--- src/hdl/timer2_pkg.sv ---
// Package for the sixteen-bit capture/reload timer.
// Assumes a byte-wide special-function register bus with 8-bit addresses.
package timer2_pkg;

	// ==========================================================
	// Register addresses
	localparam logic [7:0] ADDR_CTRL     = 8'hC8;
	localparam logic [7:0] ADDR_HOLD_LO  = 8'hCA;
	localparam logic [7:0] ADDR_HOLD_HI  = 8'hCB;
	localparam logic [7:0] ADDR_COUNT_LO = 8'hCC;
	localparam logic [7:0] ADDR_COUNT_HI = 8'hCD;

	// ==========================================================
	// Reset values and widths
	localparam int         COUNT_W       = 16;
	localparam logic [7:0] CTRL_RESET    = 8'h00;
	localparam logic [7:0] BYTE_RESET    = 8'h00;
	localparam logic [7:0] READ_UNMAPPED = 8'h00;

	// ==========================================================
	// Control register layout, bit 7 first
	typedef struct packed {
		logic overflow_flag;
		logic ext_flag;
		logic rx_baud_sel;
		logic tx_baud_sel;
		logic ext_trigger_enable;
		logic timer_run_bit;
		logic counter_select;
		logic capture_reload_select;
	} timer_two_control_s;

	// One bus access as seen by the block
	typedef struct packed {
		logic [7:0] addr;
		logic       wr;
		logic       rd;
		logic [7:0] wdata;
	} sfr_req_s;

endpackage : timer2_pkg

--- src/hdl/timer2_capture_reload.sv ---
// Sixteen-bit timer with capture/reload from an external falling edge.
// Assumes the core drives one access per cycle on the register port and
// that the trigger pin is already synchronous to i_sys_clk.
module timer2_capture_reload (
	// Clock and reset
	input  wire logic                  i_sys_clk,
	input  wire logic                  i_arst_n,
	// Register port
	input  wire timer2_pkg::sfr_req_s  i_sfr,
	output logic [7:0]                 o_sfr_rdata,
	// Pins and flags
	input  wire logic                  i_ext_trigger_pin,
	output logic                       o_overflow_flag,
	output logic                       o_ext_flag
);

	// ==========================================================
	// State
	timer2_pkg::timer_two_control_s ctrl_q, ctrl_d;
	logic [timer2_pkg::COUNT_W-1:0] count_q, count_d;
	logic [timer2_pkg::COUNT_W-1:0] hold_q, hold_d;
	logic                           trig_prev_q;
	logic [7:0]                     rdata_q;

	// ==========================================================
	// Functions
	// Bytes of the count and holding pairs are written one at a time
	function automatic logic [timer2_pkg::COUNT_W-1:0] merge_bytes(
		input logic [timer2_pkg::COUNT_W-1:0] word,
		input logic [7:0]                     data,
		input logic                           lo_en,
		input logic                           hi_en
	);
		logic [timer2_pkg::COUNT_W-1:0] res;
		res = word;
		if (lo_en)
			res[7:0] = data;
		if (hi_en)
			res[15:8] = data;
		return res;
	endfunction : merge_bytes

	function automatic logic [7:0] pick_byte(
		input logic [timer2_pkg::COUNT_W-1:0] word,
		input logic                           hi
	);
		return hi ? word[15:8] : word[7:0];
	endfunction : pick_byte

	// ==========================================================
	// Decode
	wire sel_ctrl    = (i_sfr.addr == timer2_pkg::ADDR_CTRL);
	wire sel_hold_lo = (i_sfr.addr == timer2_pkg::ADDR_HOLD_LO);
	wire sel_hold_hi = (i_sfr.addr == timer2_pkg::ADDR_HOLD_HI);
	wire sel_cnt_lo  = (i_sfr.addr == timer2_pkg::ADDR_COUNT_LO);
	wire sel_cnt_hi  = (i_sfr.addr == timer2_pkg::ADDR_COUNT_HI);

	wire wr_ctrl    = i_sfr.wr && sel_ctrl;
	wire wr_hold_lo = i_sfr.wr && sel_hold_lo;
	wire wr_hold_hi = i_sfr.wr && sel_hold_hi;
	wire wr_cnt_lo  = i_sfr.wr && sel_cnt_lo;
	wire wr_cnt_hi  = i_sfr.wr && sel_cnt_hi;
	wire wr_count   = wr_cnt_lo || wr_cnt_hi;

	wire trig_fall  = trig_prev_q && !i_ext_trigger_pin;
	wire trig_evt   = ctrl_q.ext_trigger_enable && trig_fall;
	wire cap_evt    = trig_evt && ctrl_q.capture_reload_select;
	wire rld_trig   = trig_evt && !ctrl_q.capture_reload_select;
	wire running    = ctrl_q.timer_run_bit;
	wire at_max     = &count_q;
	wire rollover   = running && at_max;
	// Baud selections make rollover reload even with capture selected; edges still capture
	wire baud_mode  = ctrl_q.rx_baud_sel || ctrl_q.tx_baud_sel;
	wire auto_rld   = !ctrl_q.capture_reload_select || baud_mode;
	wire rld_ovf    = rollover && auto_rld;
	wire ovf_set    = rollover && !baud_mode;
	wire do_reload  = rld_trig || rld_ovf;
	wire [timer2_pkg::COUNT_W-1:0] count_inc = count_q + 16'h0001;

	// ==========================================================
	// Next values
	always_comb begin
		count_d = count_q;
		// Software write wins over reload and increment
		if (wr_count) begin
			count_d = merge_bytes(count_q, i_sfr.wdata, wr_cnt_lo, wr_cnt_hi);
		end else if (do_reload) begin
			count_d = hold_q;
		end else if (running) begin
			count_d = count_inc;
		end
	end

	always_comb begin
		hold_d = hold_q;
		// Capture wins over a software write to the holding bytes
		if (cap_evt) begin
			hold_d = count_q;
		end else begin
			hold_d = merge_bytes(hold_q, i_sfr.wdata, wr_hold_lo, wr_hold_hi);
		end
	end

	// Hardware set wins over a software clear in the same cycle
	always_comb begin
		ctrl_d = ctrl_q;
		if (wr_ctrl)
			ctrl_d = timer2_pkg::timer_two_control_s'(i_sfr.wdata);
		if (ovf_set)
			ctrl_d.overflow_flag = 1'b1;
		if (trig_evt)
			ctrl_d.ext_flag = 1'b1;
	end

	wire [7:0] rd_mux =
		sel_ctrl    ? ctrl_q                   :
		sel_hold_lo ? pick_byte(hold_q, 1'b0)  :
		sel_hold_hi ? pick_byte(hold_q, 1'b1)  :
		sel_cnt_lo  ? pick_byte(count_q, 1'b0) :
		sel_cnt_hi  ? pick_byte(count_q, 1'b1) :
		timer2_pkg::READ_UNMAPPED;
	wire [7:0] rdata_d = i_sfr.rd ? rd_mux : rdata_q;

	// ==========================================================
	// Registers
	always_ff @(posedge i_sys_clk or negedge i_arst_n) begin
		if (!i_arst_n) begin
			ctrl_q      <= timer2_pkg::CTRL_RESET;
			count_q     <= {timer2_pkg::BYTE_RESET, timer2_pkg::BYTE_RESET};
			hold_q      <= {timer2_pkg::BYTE_RESET, timer2_pkg::BYTE_RESET};
			// Preset high, so a pin held low through reset gives a falling edge in the first cycle after reset
			trig_prev_q <= 1'b1;
			rdata_q     <= timer2_pkg::READ_UNMAPPED;
		end else begin
			ctrl_q      <= ctrl_d;
			count_q     <= count_d;
			hold_q      <= hold_d;
			trig_prev_q <= i_ext_trigger_pin;
			rdata_q     <= rdata_d;
		end
	end

	assign o_sfr_rdata     = rdata_q;
	assign o_overflow_flag = ctrl_q.overflow_flag;
	assign o_ext_flag      = ctrl_q.ext_flag;
endmodule : timer2_capture_reload

--- config.mk ---
export PLATFORM = sky130hd
export DESIGN_NAME = timer2_capture_reload
export DESIGN_NICKNAME = d
export VERILOG_FILES = /design/src/hdl/timer2_pkg.sv /design/src/hdl/timer2_capture_reload.sv
export SDC_FILE = /design/constraint.sdc
export NUM_CORES = 1
export LEC_CHECK = 0
export BUFFER_PORTS_ARGS = -buffer_cell sky130_fd_sc_hd__buf_4
export CORE_MARGIN = 8
export CORE_UTILIZATION = 50
export CTS_CLUSTER_DIAMETER = 120
export DETAILED_ROUTE_END_ITERATION = 16
export GPL_TIMING_DRIVEN = 0
export PLACE_DENSITY_LB_ADDON = 0.1
export SLEW_MARGIN = 0
export SYNTH_ARGS = -nofsm -noshare
export SYNTH_HDL_FRONTEND = slang
export SYNTH_SLANG_ARGS = --single-unit
--- constraint.sdc ---
create_clock -name i_sys_clk -period 7 [get_ports i_sys_clk]
set_clock_uncertainty 0.2 [all_clocks]
set_input_delay 2.1 -clock i_sys_clk [delete_from_list [all_inputs] [get_ports i_sys_clk]]
set_output_delay 2.1 -clock i_sys_clk [all_outputs]
set_load 0.1 [all_outputs]
==> flow_summary.yaml <==
global_routing:
  grt_max_degree: 50
  overflow: 0
  grt_pass1_vias: 2854
  antenna_found_initial: 0
  grt_pass1_wl_um: 15300
  grt_use_total: 0.222
clock_tree:
  cts.repair.resized: 0
  cts_inserted_buffers: 5
  clkLatencyLatePin_ns: 0.32
  cts_tree: "built"
  cts-root-buf: "clkbuf_8"
  post_cts_buffers: 0
  clk_pin_slew_ns: 0.09
  cts_hold_buffers: 0
  cts.path.max_buffers: 2
  htree_levels: 2
  cts.sinks: 49
drt:
  dr.pass1.iters: 5
  wl_per_cell_um: 21.5
  vias_per_cell: 6.51
  drt-initial-drc-count: 342
  wl_um: 9660
  drt.antenna.violating_nets: 0
  num_vias: 2924
  drcViolationCount: 0
sta:
  slew_headroom: 0.346
  finalHoldViolations: 0
  post-route-min-period_ns: 4.13
  setup_tns_ns: 0
  grt_setup_unrepaired: "no"
  maxSlewViolCount: 0
  worstMarginPinSlew_ns: 0.973
  post-route-period-util: 0.590
  setup_viol: 0
  timing.fmax_ghz: 0.242
floorplan:
  fp.dieH_um: 94.4
  num_rows: 28
  ios: 31
  start_util: 0.519
  die_width_um: 94.4
  die_area_mm2: 0.00892
  fp.coreArea_mm2: 0.00592
logic_synthesis:
  ys_types: 52
  syn_area_mm2: 0.00308
  synthFlopType: "dfrtp_1"
  syn_inst: 336
  yosys_warnings: 0
  synthArstFlopShare: 1.00
  ys_seq_elements: 49
  synth_nets: 358
  yosysSeqAreaShare: 0.399
  synth_edf_count: 0
  synth.avg_cell_area_um2: 9.15
worst_setup_path:
  required_ns: 6.99
  start_kind: "input pin"
  worst-setup-path-type: "in -> reg"
  endpoint_kind: "flop"
  crit_arrival_ns: 4.12
  crit_fanout: 6
cells_and_area:
  nets: 395
  layout-drive-gt1-share: 0.150
  diodes: 0
  syn2layout_area_growth_pct: 13.3
placed_design:
  globalplace.congestion: 1.00
  io_buffers: 30
  dp_hpwl_um: 6850
worst_hold_path:
  min_path_type: "reg -> reg"
outcome:
  status: "finished clean"
pwr:
  finalPower_uw: 770
  ir_drop_mv: 0.180
  leakagePower_nw: 1.61
  power_density_mw_per_mm2: 221
flow_run:
  max_cap_violations: 0
-- flip-flops by register name, indices dropped and copies added, names as in the netlist --
name / count
count_q: 16
ctrl_q: 5
hold_q: 16
o_ext_flag: 1
o_overflow_flag: 1
o_sfr_rdata: 8
running: 1
trig_prev_q: 1
-- placed cells by master, fill, tap and decap left out, types with 4 or more instances in the layout --
cell / count
a211oi_1: 9
a21oi_1: 28
a22oi_1: 4
a31o_2: 6
and2_1: 4
and4_1: 6
buf_4: 30
clkbuf_1: 24
clkbuf_8: 5
dfrtp_1: 48
inv_1: 5
mux2_2: 6
mux2i_1: 30
nand2_1: 16
nand2b_1: 5
nand3_1: 12
nand4_1: 11
nor2_1: 33
nor2b_1: 9
nor3_1: 19
xnor2_1: 6
xor2_1: 5
-- synthesized netlist by cell type, types with 2 or more instances --
library cell  number  area (µm²)
and4_1             6        52.6
a221oi_1           2        17.5
nand3b_1           2        15.0
nand2_1           16        60.1
nor2b_1            9        56.3
a221o_1            3        30.0
or3_1              2        12.5
nor2_1            33         124
o22ai_1            3        18.8
and3_1             2        12.5
clkbuf_1          23        86.3
mux2i_1           30         300
a211oi_1           9        67.6
o21ai_0            3        15.0
a211o_1            3        26.3
xor2_1             5        43.8
nand4b_1           2        17.5
a22oi_1            4        30.0
nand4_1           11        68.8
nand2b_1           5        31.3
a22o_1             3        26.3
a32oi_1            3        26.3
dfrtp_1           48        1200
and2_1             4        25.0
a31o_2             6        52.6
nor3_1            19        95.1
inv_1              5        18.8
mux2_2             6        67.6
a21oi_1           28         140
nand3_1           12        60.1
o32ai_1            3        26.3
xnor2_1            6        52.6
-- per-layer routing --
metal,track usage,share of wire
met3,0.0500,0.097
met2,0.352,0.44
met5,0,0
met4,0.104,0.036
met1,0.281,0.42
-- metrics by stage --
step / area [µm²] / hold slack [ns] / util / std cells / setup WS [ns]
2_1_floorplan: 3080 / 0.273 / - / 336 / 2.97
3_3_place_gp: 3390 / 0.305 / 0.573 / 441 / 2.64
3_5_place_dp: 3390 / 0.311 / 0.573 / 441 / 2.59
4_1_cts: 3480 / 0.334 / 0.588 / 449 / 2.92
5_1_grt: 3480 / 0.343 / 0.588 / 449 / 2.84
6_report: 3480 / 0.325 / 0.588 / 449 / 2.87
-- cells by family (layout without fill, tap and decap cells) --
logic type                 count (synthesis)  count (layout)  share of synthesized area
AOI/OAI and AO/OA                         77              77                      0.176
xor gates and xnor gates                  11              11                     0.0313
adders and majority gates                  1               1                    0.00407
buffers and inverters                     30              68                     0.0395
DFF                                       49              49                      0.399
muxes                                     37              37                      0.124
and+or+nand+nor                          131             131                      0.226
-- where the power goes --
part | leakage (nW) | internal, mW | total, mW | switching [mW]
logic | 0.931 | 0.0865 | 0.209 | 0.123
registers | 0.637 | 0.325 | 0.390 | 0.0648
clock network | 0.0414 | 0.0713 | 0.171 | 0.0996
total | 1.61 | 0.483 | 0.770 | 0.287
-- final timing paths --
check | cells after the start | slack, ns | to | startpoint
min in group asynchronous | 1 | 1.59 | o_sfr_rdata[1] | i_arst_n
max in group asynchronous | 1 | 4.56 | count_q[10] | i_arst_n
worst max register to register | 8 | 4.17 | count_q[6] | count_q[0]
worst max-delay path | 6 | 2.87 | count_q[8] | i_sfr[11]
worst min register to register | 1 | 0.32 | count_q[3] | hold_q[3]
worst min-delay path | 1 | 0.32 | count_q[3] | hold_q[3]
-- cell type report --
class / instances / area (µm²)
fillers: 553 / 2440
multi-input cells: 257 / 1730
flip-flops and latches: 49 / 1230
repair buffers: 30 / 225
plain buffers: 25 / 103
well taps: 75 / 93.8
clock buffers: 6 / 72.6
inverters: 5 / 18.8
clock inverters: 2 / 16.3
-- critical path: stages --
cell and delay (ns):
buf_4 0.12, or4b_4 0.55, nor3_1 0.80, a21oi_1 0.28, o22ai_1 0.20, nor3_1 0.07
Note: power is estimated with default switching activity, not from simulation.
